## config.mk

```make
export PLATFORM = sky130hd
export DESIGN_NAME = cbc_config_regs
export DESIGN_NICKNAME = d
export VERILOG_FILES = /design/src/design/cbc_pkg.sv /design/src/design/cbc_irq_route.sv /design/src/design/cbc_config_regs.sv
export SDC_FILE = /design/constraint.sdc
export NUM_CORES = 1
export LEC_CHECK = 0
export BUFFER_PORTS_ARGS = -buffer_cell sky130_fd_sc_hd__buf_2
export CAP_MARGIN = 20
export CORE_MARGIN = 2
export CORE_UTILIZATION = 55
export CTS_CLUSTER_SIZE = 8
export DETAILED_ROUTE_END_ITERATION = 16
export PLACE_DENSITY = 0.85
export SKIP_CTS_REPAIR_TIMING = 1
export SYNTH_ARGS = -nofsm -noshare
export SYNTH_HDL_FRONTEND = slang
export SYNTH_SLANG_ARGS = --single-unit
export TNS_END_PERCENT = 20
```

## constraint.sdc

```tcl
create_clock -name mclk -period 7.75 [get_ports mclk]
set_clock_uncertainty 0.05 [all_clocks]
set_input_delay 1.55 -clock mclk [delete_from_list [all_inputs] [get_ports mclk]]
set_output_delay 1.55 -clock mclk [all_outputs]
set_load 0.1 [all_outputs]
```

## src/design/cbc_pkg.sv

```systemverilog
// Package for the bridge configuration register group.
// Assumes byte addressed configuration space, dword aligned accesses.
package cbc_pkg;

	// ----------------------------------------
	// Register offsets (byte addresses)
	// ----------------------------------------
	localparam logic [7:0] OFS_MAKER = 8'h40;
	localparam logic [7:0] OFS_PRODUCT = 8'h42;
	localparam logic [7:0] OFS_LEGACY = 8'h44;
	localparam logic [7:0] OFS_SYS = 8'h80;

	// ----------------------------------------
	// Reset values
	// ----------------------------------------
	localparam logic [15:0] MAKER_RST = 16'h0000;
	localparam logic [15:0] PRODUCT_RST = 16'h0000;
	localparam logic [31:0] LEGACY_RST = 32'h0000_0001;
	localparam logic [31:0] SYS_RST = 32'h0800_9060;

	// ----------------------------------------
	// System setup field positions
	// ----------------------------------------
	localparam int SYS_SHIFT_LO = 30;
	localparam int SYS_TIE_AB = 29;
	localparam int SYS_TIE_ALL = 28;
	localparam int SYS_OSC_RSVD = 27;
	localparam int SYS_ROUTE = 26;
	localparam int SYS_FLAG = 25;
	localparam int SYS_ENABLE = 24;
	localparam int SYS_RSVD23 = 23;
	localparam int SYS_DRIVE = 22;
	localparam int SYS_LOCK = 5;

	// ----------------------------------------
	// Interrupt pin report codes
	// ----------------------------------------
	localparam logic [7:0] PIN_INTA = 8'h01;
	localparam logic [7:0] PIN_INTB = 8'h02;

	// Identification load sequencer
	typedef enum logic [2:0] {
		LD_IDLE = 3'b001,
		LD_WAIT = 3'b010,
		LD_DONE = 3'b100
	} cbc_load_t;

endpackage

```

## src/design/cbc_irq_route.sv

```systemverilog
// Interrupt tying and serial slot rotation for the three interrupt lines.
// Purely combinational; the caller registers the outputs.
`timescale 1ns/1ps
module cbc_irq_route import cbc_pkg::*; (
	// Interrupt sources, bit 0 is A
	input wire logic [2:0] irq_in,
	// Controls
	input wire logic serial_mode,
	input wire logic [1:0] slot_shift,
	input wire logic tie_ab,
	input wire logic tie_all,
	// Results
	output logic [3:0] slot,
	output logic [7:0] pin_code
);
	logic [3:0] tied;
	logic [1:0] shift_eff;

	// Merge lines onto A; C survives a plain A/B tie
	always_comb begin
		tied = {1'b0, irq_in};
		if (tie_all) begin
			tied = {3'b000, |irq_in};
		end else if (tie_ab) begin
			tied = {1'b0, irq_in[2], 1'b0, irq_in[0] | irq_in[1]};
		end
	end

	// Rotation only has meaning in the serial frame
	assign shift_eff = serial_mode ? slot_shift : 2'b00;

	// Each slot picks the line that lands on it after rotation
	genvar s;
	generate
		for (s = 0; s < 4; s++) begin : g_slot
			logic [1:0] idx;
			assign idx = 2'(s) - shift_eff;
			assign slot[s] = tied[idx];
		end
	endgenerate

	// Second function reports INTA once its line is tied away
	assign pin_code = (tie_ab | tie_all) ? PIN_INTA : PIN_INTB;
endmodule

```

## src/design/cbc_config_regs.sv

```systemverilog
// Configuration register group of a two-function card bridge: identification,
// legacy index base and upper system setup bits.
// Assumes one-cycle configuration strobes and a separate identification loader.
`timescale 1ns/1ps
// Operation
// - Identification registers writable only while the write lock bit is clear.
// - Identification and legacy base cleared only by global reset.
// - Attached EEPROM loads both identification values after any reset.
// - Maker identification at 40h in both functions, resets to zero.
// - Product identification at 42h in both functions.
// - I/O at base selects index register; base plus one selects data.
// - Legacy base anywhere in I/O space on word boundary; bit 0 reads 1.
// - One legacy base at 44h shared by both functions, reset 0000 0001h.
// - System setup at 80h, reset 0800 9060h; global bits via function 0; bit 28 is also written via function 1.
// - Slot shift field rotates the interrupt lines over the four serial interrupt slots.
// - Bit 29 ties B onto A, reported in pin register; C untouched.
// - Bit 28 ties A, B and C onto A, reported in pin register.
// - Bit 27 reserved, reads 1; oscillator stays enabled regardless.
// - Bit 26 routes power interrupts to IRQ2 or card status change.
// - Per-socket flag set on power write when enabled; write 1 clears.
// - Bit 24 enables interrupt on socket power control writes, resets 0.
// - Bit 22 drives reserved card pins low while card present.
// - Bit 23 is read-only zero.
// - Write lock resets to 1 and is exported for other ID registers.
module cbc_config_regs import cbc_pkg::*; (
	// Clock and resets
	input wire logic mclk,
	input wire logic rst,
	input wire logic bus_reset,
	// Configuration access
	input wire logic cfg_rd,
	input wire logic cfg_wr,
	input wire logic cfg_func,
	input wire logic [7:0] cfg_addr,
	input wire logic [3:0] cfg_be,
	input wire logic [31:0] cfg_wdata,
	output logic cfg_ack,
	output logic [31:0] cfg_rdata,
	// Identification loader
	input wire logic eeprom_present,
	input wire logic eeprom_valid,
	input wire logic [15:0] eeprom_maker,
	input wire logic [15:0] eeprom_product,
	output logic eeprom_load_req,
	// Legacy index decode
	input wire logic io_valid,
	input wire logic [31:0] io_addr,
	output logic legacy_index_sel,
	output logic legacy_data_sel,
	// Interrupt lines
	input wire logic [2:0] irq_in,
	input wire logic serial_mode,
	output logic [3:0] irq_slot,
	output logic [7:0] irq_pin_report,
	// Socket power events
	input wire logic [1:0] socket_power_write,
	output logic power_irq2,
	output logic [1:0] card_status_change,
	// Reserved card pins
	input wire logic [1:0] cardbus_present,
	output logic [1:0] rsvd_pin_o,
	output logic [1:0] rsvd_pin_oe,
	// Lock for other identification registers
	output logic ident_write_lock
);
	// ----------------------------------------
	// State
	// ----------------------------------------
	logic [15:0] maker_q, product_q;
	logic [31:1] legacy_q;
	logic [1:0] shift_q;
	logic tie_ab_q, tie_all_q, route_q, enable_q, lock_q;
	logic [1:0] flag_q, drive_q;
	cbc_load_t ld_q, ld_d;
	logic [3:0] slot_c;
	logic [7:0] pin_c;

	// Decode: 42h lives in the upper half of the 40h dword
	logic hit_id, hit_leg, hit_sys, wr_id, wr_leg, wr_sys, wr_glob, load_now;
	assign hit_id = cfg_addr[7:2] == OFS_MAKER[7:2];
	assign hit_leg = cfg_addr[7:2] == OFS_LEGACY[7:2];
	assign hit_sys = cfg_addr[7:2] == OFS_SYS[7:2];
	assign wr_id = cfg_wr && hit_id && !lock_q;
	assign wr_leg = cfg_wr && hit_leg;
	assign wr_sys = cfg_wr && hit_sys;
	assign wr_glob = wr_sys && !cfg_func;
	assign load_now = (ld_q == LD_WAIT) && eeprom_valid;

	// ----------------------------------------
	// Identification loader sequencer
	// ----------------------------------------
	// Any reset restarts the load so the zero defaults get replaced again
	always_comb begin
		ld_d = ld_q;
		case (ld_q)
			LD_IDLE: ld_d = eeprom_present ? LD_WAIT : LD_DONE;
			LD_WAIT: if (eeprom_valid) begin
				ld_d = LD_DONE;
			end
			LD_DONE: ld_d = LD_DONE;
			default: ld_d = LD_IDLE;
		endcase
		if (bus_reset) begin
			ld_d = LD_IDLE;
		end
	end

	always_ff @(posedge mclk or posedge rst) begin
		if (rst) begin
			ld_q <= LD_IDLE;
			eeprom_load_req <= 1'b0;
		end else begin
			ld_q <= ld_d;
			eeprom_load_req <= ld_d == LD_WAIT;
		end
	end

	// ----------------------------------------
	// Identification registers
	// ----------------------------------------
	// Only rst clears these; bus_reset deliberately absent. Loader beats software.
	always_ff @(posedge mclk or posedge rst) begin
		if (rst) begin
			maker_q <= MAKER_RST;
			product_q <= PRODUCT_RST;
		end else if (load_now) begin
			maker_q <= eeprom_maker;
			product_q <= eeprom_product;
		end else if (wr_id) begin
			if (cfg_be[0]) maker_q[7:0] <= cfg_wdata[7:0];
			if (cfg_be[1]) maker_q[15:8] <= cfg_wdata[15:8];
			if (cfg_be[2]) product_q[7:0] <= cfg_wdata[23:16];
			if (cfg_be[3]) product_q[15:8] <= cfg_wdata[31:24];
		end
	end

	// ----------------------------------------
	// Legacy index base
	// ----------------------------------------
	// One copy for both functions; bit 0 has no storage at all
	always_ff @(posedge mclk or posedge rst) begin
		if (rst) begin
			legacy_q <= LEGACY_RST[31:1];
		end else if (wr_leg) begin
			if (cfg_be[0]) legacy_q[7:1] <= cfg_wdata[7:1];
			if (cfg_be[1]) legacy_q[15:8] <= cfg_wdata[15:8];
			if (cfg_be[2]) legacy_q[23:16] <= cfg_wdata[23:16];
			if (cfg_be[3]) legacy_q[31:24] <= cfg_wdata[31:24];
		end
	end

	// Index at the word base, data one above it
	always_ff @(posedge mclk or posedge rst) begin
		if (rst) begin
			legacy_index_sel <= 1'b0;
			legacy_data_sel <= 1'b0;
		end else begin
			legacy_index_sel <= io_valid && io_addr == {legacy_q, 1'b0};
			legacy_data_sel <= io_valid && io_addr == {legacy_q, 1'b1};
		end
	end

	// ----------------------------------------
	// System setup: global bits
	// ----------------------------------------
	// Function 1 writes to global bits are dropped, except bit 28, which either function writes
	always_ff @(posedge mclk or posedge rst) begin
		if (rst) begin
			shift_q <= SYS_RST[SYS_SHIFT_LO+1:SYS_SHIFT_LO];
			tie_ab_q <= SYS_RST[SYS_TIE_AB];
			tie_all_q <= SYS_RST[SYS_TIE_ALL];
			route_q <= SYS_RST[SYS_ROUTE];
			enable_q <= SYS_RST[SYS_ENABLE];
			lock_q <= SYS_RST[SYS_LOCK];
		end else begin
			if (wr_glob && cfg_be[3]) begin
				shift_q <= cfg_wdata[SYS_SHIFT_LO+1:SYS_SHIFT_LO];
				tie_ab_q <= cfg_wdata[SYS_TIE_AB];
				route_q <= cfg_wdata[SYS_ROUTE];
				enable_q <= cfg_wdata[SYS_ENABLE];
			end
			if (wr_sys && cfg_be[3]) begin
				tie_all_q <= cfg_wdata[SYS_TIE_ALL];
			end
			if (wr_glob && cfg_be[0]) begin
				lock_q <= cfg_wdata[SYS_LOCK];
			end
		end
	end

	// ----------------------------------------
	// System setup: per-socket bits
	// ----------------------------------------
	genvar f;
	generate
		for (f = 0; f < 2; f++) begin : g_sock
			logic set_c, clr_c;
			assign set_c = socket_power_write[f] && enable_q;
			assign clr_c = wr_sys && cfg_func == 1'(f) && cfg_be[3] && cfg_wdata[SYS_FLAG];
			// A power write in the clearing cycle still leaves the flag set while bit 24 is enabled
			always_ff @(posedge mclk or posedge rst) begin
				if (rst) begin
					flag_q[f] <= SYS_RST[SYS_FLAG];
					drive_q[f] <= SYS_RST[SYS_DRIVE];
				end else begin
					flag_q[f] <= (flag_q[f] && !clr_c) || set_c;
					if (wr_sys && cfg_func == 1'(f) && cfg_be[2]) begin
						drive_q[f] <= cfg_wdata[SYS_DRIVE];
					end
				end
			end
			// Pins only ever driven low, otherwise released
			always_ff @(posedge mclk or posedge rst) begin
				if (rst) begin
					rsvd_pin_oe[f] <= 1'b0;
					rsvd_pin_o[f] <= 1'b0;
				end else begin
					rsvd_pin_oe[f] <= drive_q[f] && cardbus_present[f];
					rsvd_pin_o[f] <= 1'b0;
				end
			end
		end
	endgenerate

	// ----------------------------------------
	// Power change interrupt steering
	// ----------------------------------------
	always_ff @(posedge mclk or posedge rst) begin
		if (rst) begin
			power_irq2 <= 1'b0;
			card_status_change <= 2'b00;
		end else begin
			power_irq2 <= enable_q && !route_q && |socket_power_write;
			card_status_change <= (enable_q && route_q) ? socket_power_write : 2'b00;
		end
	end

	// ----------------------------------------
	// Interrupt routing
	// ----------------------------------------
	cbc_irq_route u_route (
		.irq_in(irq_in),
		.serial_mode(serial_mode),
		.slot_shift(shift_q),
		.tie_ab(tie_ab_q),
		.tie_all(tie_all_q),
		.slot(slot_c),
		.pin_code(pin_c)
	);

	always_ff @(posedge mclk or posedge rst) begin
		if (rst) begin
			irq_slot <= 4'h0;
			irq_pin_report <= PIN_INTB;
			ident_write_lock <= SYS_RST[SYS_LOCK];
		end else begin
			irq_slot <= slot_c;
			irq_pin_report <= pin_c;
			ident_write_lock <= lock_q;
		end
	end

	// ----------------------------------------
	// Read data and completion
	// ----------------------------------------
	// Bits 21:16 belong to other logic and read zero here
	logic [31:0] sys_rd;
	always_comb begin
		sys_rd = SYS_RST & 32'h0000_FFFF;
		sys_rd[SYS_LOCK] = lock_q;
		sys_rd[SYS_SHIFT_LO+1:SYS_SHIFT_LO] = shift_q;
		sys_rd[SYS_TIE_AB] = tie_ab_q;
		sys_rd[SYS_TIE_ALL] = tie_all_q;
		sys_rd[SYS_OSC_RSVD] = SYS_RST[SYS_OSC_RSVD];
		sys_rd[SYS_ROUTE] = route_q;
		sys_rd[SYS_FLAG] = flag_q[cfg_func];
		sys_rd[SYS_ENABLE] = enable_q;
		sys_rd[SYS_RSVD23] = SYS_RST[SYS_RSVD23];
		sys_rd[SYS_DRIVE] = drive_q[cfg_func];
	end

	// Every strobe is answered next cycle; unmapped reads return zero
	always_ff @(posedge mclk or posedge rst) begin
		if (rst) begin
			cfg_ack <= 1'b0;
			cfg_rdata <= 32'h0000_0000;
		end else begin
			cfg_ack <= cfg_rd || cfg_wr;
			if (cfg_rd) begin
				if (hit_id) begin
					cfg_rdata <= {product_q, maker_q};
				end else if (hit_leg) begin
					cfg_rdata <= {legacy_q, 1'b1};
				end else if (hit_sys) begin
					cfg_rdata <= sys_rd;
				end else begin
					cfg_rdata <= 32'h0000_0000;
				end
			end
		end
	end

	// ----------------------------------------
	// Assertions
	// ----------------------------------------
	property p_lock_hold;
		@(posedge mclk) disable iff (rst)
		cfg_wr && hit_id && lock_q && !load_now |=> $stable(maker_q) && $stable(product_q);
	endproperty
	a_lock_hold: assert property (p_lock_hold) else $error("locked id changed");

	property p_bus_reset_keep;
		@(posedge mclk) disable iff (rst)
		bus_reset && !cfg_wr && !load_now |=> $stable(legacy_q) && $stable(maker_q);
	endproperty
	a_bus_reset_keep: assert property (p_bus_reset_keep) else $error("bus reset hit regs");

	property p_load;
		@(posedge mclk) disable iff (rst)
		eeprom_load_req && eeprom_valid |=> product_q == $past(eeprom_product) ##1 !eeprom_load_req;
	endproperty
	a_load: assert property (p_load) else $error("id load wrong");

	property p_index;
		@(posedge mclk) disable iff (rst)
		io_valid && io_addr == {legacy_q, 1'b1} |=> legacy_data_sel && !legacy_index_sel;
	endproperty
	a_index: assert property (p_index) else $error("data select missed");

	property p_bit0;
		@(posedge mclk) disable iff (rst)
		cfg_rd && hit_leg |=> cfg_ack && cfg_rdata[0];
	endproperty
	a_bit0: assert property (p_bit0) else $error("legacy bit 0 not 1");

	property p_func1_global;
		@(posedge mclk) disable iff (rst)
		wr_sys && cfg_func |=> $stable(enable_q) && $stable(route_q) && $stable(lock_q);
	endproperty
	a_func1_global: assert property (p_func1_global) else $error("func 1 wrote global");

	property p_flag_set;
		@(posedge mclk) disable iff (rst)
		socket_power_write[0] && enable_q |=> flag_q[0];
	endproperty
	a_flag_set: assert property (p_flag_set) else $error("power flag not set");

	property p_drive;
		@(posedge mclk) disable iff (rst)
		drive_q[0] && cardbus_present[0] |=> rsvd_pin_oe[0] && !rsvd_pin_o[0];
	endproperty
	a_drive: assert property (p_drive) else $error("reserved pin not driven");

	property p_tie_all;
		@(posedge mclk) disable iff (rst)
		tie_all_q && (!serial_mode || shift_q == 2'b00) && irq_in[2] |=> irq_slot[0] && !irq_slot[2];
	endproperty
	a_tie_all: assert property (p_tie_all) else $error("tie all failed");

	c_locked_write: cover property (@(posedge mclk) disable iff (rst) cfg_wr && hit_id && lock_q);
	c_load: cover property (@(posedge mclk) disable iff (rst) load_now);
	c_csc: cover property (@(posedge mclk) disable iff (rst) |card_status_change);
endmodule

```

==> impl_metrics.tcl, run 1 <==
set metrics [dict create \
    dp_hpwl_mm 11.2 \
    drtPass1Iterations 5 \
    cts_sinks 125 \
    fin_ws_ps 4410 \
    power_density_mw_per_mm2 263 \
    ir_drop_mv 0.174 \
    drv_slew 0 \
    synth_top_area_cell "dfrtp_1" \
    grt_pass1_vias 5195 \
    worst_pin_slew_ps 973 \
    maxCapViolCount 0 \
    ioPinCount 181 \
    synth.area.mux_share_pct 9.65 \
    finish.instance_area_mm2 0.00724 \
    dpl_cell_area_mm2 0.00671 \
    rows 37 \
    place_ws_ps 3910 \
    reg2reg_depth 4 \
    insertion_delay_ps 530 \
    fin_crit_sh_pct 43.0 \
    syn2layout_area_growth_pct 24.2 \
    drc_errors 0 \
    seq_area_frac_synth_pct 53.7 \
    core-area_mm2 0.0103 \
    finalHoldViolCount 0 \
    synth_top_cell_area_share_pct 51.9 \
    setup_viol 0 \
    synthDistinctLibCells 43 \
    antenna_found_initial 1 \
    avgViaCountPerCell 5.83 \
    drt_wl_total_mm 16.3 \
    wl_per_cell_um 18.7 \
    start_util_pct 56.5 \
    cts.path.max_buffers 2 \
    yosys-top-cells-area "dfrtp_1 52%, mux2_2 8.1%, nor2_1 3.9%" \
    ff2ff_setup_slack_ps 5830 \
    ant_nets 0 \
    post_layout_nonfiller_instances 870 \
    syn_inst 559 \
    yosys.area_share.simple_pct 14.2 \
    yosysWarnings 0 \
    dp_cells 836 \
    hp-start "lock_q$_DFFE_PP1P_" \
    h-tree-depth 4 \
    synth_edf_count 0 \
    timing.rr.start "ld_q[2]$_DFF_PP0_" \
    cts.clk_slew.worst_paths_ps 50 \
    r2r-end "product_q[10]$_DFFE_PP0P_" \
    clock.fmax_ghz 0.300 \
    synth_compound_area_share_pct 13.4 \
    status "finished clean" \
    cts_tree "done" \
    hold_depth 0 \
    cp_max_fo 17 \
    crit_type "primary input to register" \
    nNetsFinal 846 \
    syn_avg_cell_area_um2 10.4 \
    gp_congestion 0.841 \
    synth_xor_area_share_pct 4.80 \
    slew_headroom_pct 34.6 \
    synth_top_family_by_area "simple AND/OR/NAND/NOR gates" \
    critPathCaptureType "register" \
    leakage_nw 3.58 \
    port-buffer-count 170 \
    grt_use_total_pct 29.0 \
    grt-ovfl-total 0 \
    worstPathRequired_ps 8110 \
    grt_max_degree 70 \
    layout-drive-gt1-share_pct 35.1 \
    syn_area_mm2 0.00583 \
    tns_ps 0 \
    cts_root_buf "clkbuf_8" \
    grt_pass1_wl_mm 25.1 \
    worstPathArrival_ps 3690 \
    via_count 5070 \
    min_path_type "register to register" \
    yosys.area_share.adder_pct 0 \
    synthFlopType "dfrtp_1" \
    die_h_um 107 \
    rsz0062_at_grt "false" \
    min_period_ps 3340 \
    startpoint_type "primary input" \
    hold_end "ident_write_lock$_DFF_PP1_" \
    async_reset_ff_share_pct 100 \
    die_x_um 107 \
    ys_seq_elements 125 \
    numCtsBuffers 17 \
    dieArea_mm2 0.0114 \
    dr.first_iter.drc_count 352 \
]
==> kinds of logic (layout without fill, tap and decap cells) <==
kind of cell    after synthesis  after routing
buf+inv                      53            219
mux                          51             51
other cells                   1             10
xor+xnor                     32             32
compound gates              126            126
flops                       125            125
simple gates                171            171
==> synthesized netlist by cell type (all sizes together) (2+ instances only) <==
library cell,n
dfstp,4
nand2,57
mux2i,9
nand3,9
xnor2,15
nor2b,3
nand4,8
mux2,42
xor2,17
nand3b,2
and2,3
dfrtp,121
o22ai,10
nor3,5
a21oi,37
nor4,6
nor2,61
buf,17
a31oi,25
o21ai,19
a221oi,13
or2,4
nand4b,2
and3,5
clkbuf,22
inv,14
a22oi,18
==> routing by layer <==
layer  track usage (%)  share of wire [%]  up-vias
met2              47.6                 49      295
met5                 0                  0        -
met1              35.0                 38     2445
met3              9.60                 10       33
li1                  -                  -     2297
met4              12.8                2.3        0
==> per-stage QoR <==
step	hold slack, ps	power [W]	util (%)
2_1_floorplan	313	0.00112	-
3_3_place_gp	328	0.00121	65.0
3_5_place_dp	332	0.00123	65.0
4_1_cts	341	0.00190	69.7
5_1_grt	343	0.00198	70.1
6_report	345	0.00190	70.2
==> worst max-delay path by stage <==
stage	endpoint	cells after the start	from	slack, ps
5_1_grt	drive_q[1]$_DFFE_PP0P_	5	cfg_addr[3]	4300
3_3_place_gp	drive_q[1]$_DFFE_PP0P_	5	cfg_addr[3]	3950
3_5_place_dp	drive_q[1]$_DFFE_PP0P_	5	cfg_addr[3]	3910
4_1_cts	drive_q[1]$_DFFE_PP0P_	5	cfg_addr[3]	4440
6_report	drive_q[1]$_DFFE_PP0P_	5	cfg_addr[3]	4410
2_1_floorplan	card_status_change[0]$_DFF_PP0_	1	rst	2830
==> registers in the layout, summed over array words and instances, names as in the netlist, 2 cells and up <==
signal and count:
card_status_change 2, cfg_rdata 32, drive_q 2, flag_q 2, irq_pin_report 2, irq_slot 4, ld_q 3, legacy_q 31
maker_q 16, product_q 16, rsvd_pin_oe 2, shift_q 2
==> cell type report <==
cell class	instances	area, µm²
diodes	2	5.00
clock buffers	28	475
clock inverters	2	10.0
fillers	729	3080
inverters	14	55.1
multi-input cells	388	2480
flip-flops and latches	125	3130
well taps	136	170
repair buffers	175	913
==> power by group <==
group	switching, W	internal [W]	leakage (nW)
Clock	0.000263	0.000405	0.237
Sequential	0.0000799	0.000775	1.61
Combinational	0.000253	0.000127	1.74
==> placed cells by master (no fill, tap or decap), types with 3 or more instances in the layout <==
| master | count |
|---|---|
| mux2i_1 | 9 |
| buf_2 | 170 |
| clkbuf_8 | 3 |
| a21oi_1 | 37 |
| nor3_1 | 5 |
| and2_1 | 3 |
| nor2b_1 | 3 |
| a221oi_1 | 13 |
| clkbuf_16 | 16 |
| mux2_2 | 42 |
| dfrtp_1 | 121 |
| a22oi_1 | 18 |
| xor2_1 | 17 |
| a31oi_1 | 25 |
| o22ai_1 | 10 |
| dfstp_2 | 4 |
| nand3_2 | 5 |
| nor4_1 | 4 |
| nand4_1 | 8 |
| conb_1 | 8 |
| and3_1 | 5 |
| nand2_1 | 57 |
| inv_1 | 13 |
| o21ai_0 | 19 |
| buf_4 | 3 |
| xnor2_1 | 15 |
| or2_2 | 4 |
| nand3_1 | 4 |
| nor2_1 | 60 |
| clkbuf_1 | 9 |
==> critical path, cell delays in order <==
cell and delay, ps:
buf_2 120, nor4_2 850, and2_1 680, nand4_1 180, mux2_2 290
Power figures use the tool's default switching activity.
==> inputs of run 2 (changes only) <==
--- a/config.mk
+++ b/config.mk
@@ -8,10 +8,10 @@
 export BUFFER_PORTS_ARGS = -buffer_cell sky130_fd_sc_hd__buf_2
 export CAP_MARGIN = 20
 export CORE_MARGIN = 2
-export CORE_UTILIZATION = 55
+export CORE_UTILIZATION = 46
 export CTS_CLUSTER_SIZE = 8
 export DETAILED_ROUTE_END_ITERATION = 16
-export PLACE_DENSITY = 0.85
+export PLACE_DENSITY = 0.76
 export SKIP_CTS_REPAIR_TIMING = 1
 export SYNTH_ARGS = -nofsm -noshare
 export SYNTH_HDL_FRONTEND = slang
==> constraint.sdc (replaced) <==
create_clock -name mclk -period 2.87 [get_ports mclk]
set_clock_uncertainty 0.05 [all_clocks]
set_input_delay 0.574 -clock mclk [delete_from_list [all_inputs] [get_ports mclk]]
set_output_delay 0.574 -clock mclk [all_outputs]
set_load 0.1 [all_outputs]
==> run 2 against run 1 <==
Net effect: non-clock buffer count up 4; global-route usage down 3.6 points; die area up 19%; sequential share of layout area down 1.6 points; final cell count up 4.6%; routed wire length up 0.95%; clock power rose to 3.7 times the previous value; first-iteration DRC count down 2.6%.
==> impl_metrics.tcl, run 2 (same netlist as run 1, synthesis figures left out) <==
set metrics [dict create \
    cts_tree "done" \
    drt_wl_total_mm 16.4 \
    min_period_ps 1970 \
    dr.first_iter.drc_count 343 \
    layout-drive-gt1-share_pct 36.7 \
    crit_type "register to primary output" \
    status "finished clean" \
    dpl_cell_area_mm2 0.00684 \
    die_x_um 117 \
    drc_errors 0 \
    avgViaCountPerCell 5.46 \
    maxCapViolCount 0 \
    num_antenna_cells 0 \
    finish.instance_area_mm2 0.00752 \
    core-area_mm2 0.0125 \
    leakage_nw 3.68 \
    grt_max_degree 65 \
    fin_crit_sh_pct 68.7 \
    h-tree-depth 4 \
    port-buffer-count 170 \
    cts_sinks 125 \
    ir_drop_mv 0.492 \
    path_cells "buf_2" \
    min_path_type "primary input to async pin" \
    regMostFlops "cfg_rdata" \
    cts_root_buf "clkbuf_16" \
    syn2layout_area_growth_pct 29.0 \
    ioPinCount 181 \
    rows 41 \
    fin_ws_ps 898 \
    regArea_mm2 0.00313 \
    final_cell_mix "170 x buf_2, 121 x dfrtp_1, 60 x nor2_1, 57 x nand2_1, 42 x mux2_2" \
    power_density_mw_per_mm2 766 \
    cts.clk_slew.worst_paths_ps 60 \
    finalHoldViolCount 0 \
    slew_headroom_pct 39.9 \
    place_ws_ps 599 \
    largest_registers "cfg_rdata (32), legacy_q (31)" \
    dieArea_mm2 0.0136 \
    wl_per_cell_um 18.0 \
    via_count 4973 \
    startpoint_type "register" \
    largest_reg_flops 32 \
    cts.path.max_buffers 2 \
    slowest_delay_ps 510 \
    grt_pass1_wl_mm 25.7 \
    worst_pin_slew_ps 901 \
    insertion_delay_ps 420 \
    gp_congestion 0.852 \
    worst-path-buf-inv 1 \
    antenna_found_initial 2 \
    n_fill_cell 1087 \
    dp_hpwl_mm 11.7 \
    hold_ws_ps 145 \
    rsz0062_at_grt "false" \
    critPathCaptureType "primary output" \
    numCtsBuffers 17 \
    nNetsFinal 850 \
    power_w 0.00577 \
    drv_slew 0 \
    worstPathRequired_ps 2250 \
    start_util_pct 46.6 \
    grt_pass1_vias 5094 \
    multi_input_area_mm2 0.00248 \
    grt-ovfl-total 0 \
    grt_use_total_pct 25.4 \
    drtPass1Iterations 5 \
    tns_ps 0 \
    cp_slowest_cell "dfstp_2" \
    worstPathArrival_ps 1350 \
    clock.fmax_ghz 0.507 \
    ff2ff_setup_slack_ps 1020 \
    path_delay_family "flip-flops" \
    ant_nets 0 \
    die_h_um 117 \
    mostFrequentLayoutCell "buf_2" \
    cp_max_fo 1 \
    setup_viol 0 \
]
run 2: cell types whose count changed in the layout (fill, tap and decap cells not counted), sizes merged:
cell,delta
buf,+4
bufinv,+6
diode,-2
clkinv,+1
clkbuf,-9
clkinvlp,+4
run 2: path summary, 6_finish.rpt:
path	start	endpoint	cells past startpoint
min in group mclk	io_addr[0]	legacy_index_sel$_DFF_PP0_	2
min reg2reg	lock_q$_DFFE_PP1P_	ident_write_lock$_DFF_PP1_	0
max in group asynchronous	rst	ld_q[0]$_DFF_PP1_	3
max	ident_write_lock$_DFF_PP1_	ident_write_lock	1
min	rst	irq_slot[0]$_DFF_PP0_	2
max reg2reg	legacy_q[25]$_DFFE_PP0P_	legacy_data_sel$_DFF_PP0_	4
run 2: stage by stage:
stage / utilization (%) / cells
2_1_floorplan: - / 566
3_3_place_gp: 54.7 / 878
3_5_place_dp: 54.7 / 878
4_1_cts: 60.1 / 910
5_1_grt: 60.1 / 910
6_report: 60.1 / 910
run 2: layout make-up:
cell class                 count  area share (%)
timing repair buffer         179            12.7
tap                          172            2.86
clock buffer                  19            5.89
clock inverter                13            3.16
multi-input combinational    388            33.0
sequential                   125            41.6
inverter                      14           0.748
run 2: power breakdown:
| part | internal (W) | leakage (nW) | total (W) | switching [W] |
|---|---|---|---|---|
| clock network | 0.00166 | 0.320 | 0.00246 | 0.000799 |
| logic | 0.000345 | 1.76 | 0.00101 | 0.000667 |
| registers | 0.00209 | 1.61 | 0.00230 | 0.000205 |
| total | 0.00409 | 3.68 | 0.00577 | 0.00167 |
run 2: layer usage:
| layer | part of all wire [%] | vias to the layer above | wire length, µm | global-route usage (%) |
|---|---|---|---|---|
| li1 | - | 2307 | - | - |
| met1 | 40 | 2382 | 6560 | 30.5 |
| met2 | 49 | 244 | 8040 | 41.9 |
| met3 | 8.2 | 38 | 1340 | 8.04 |
| met4 | 2.8 | 2 | 458 | 11.9 |
| met5 | 0.067 | - | 11 | 0 |
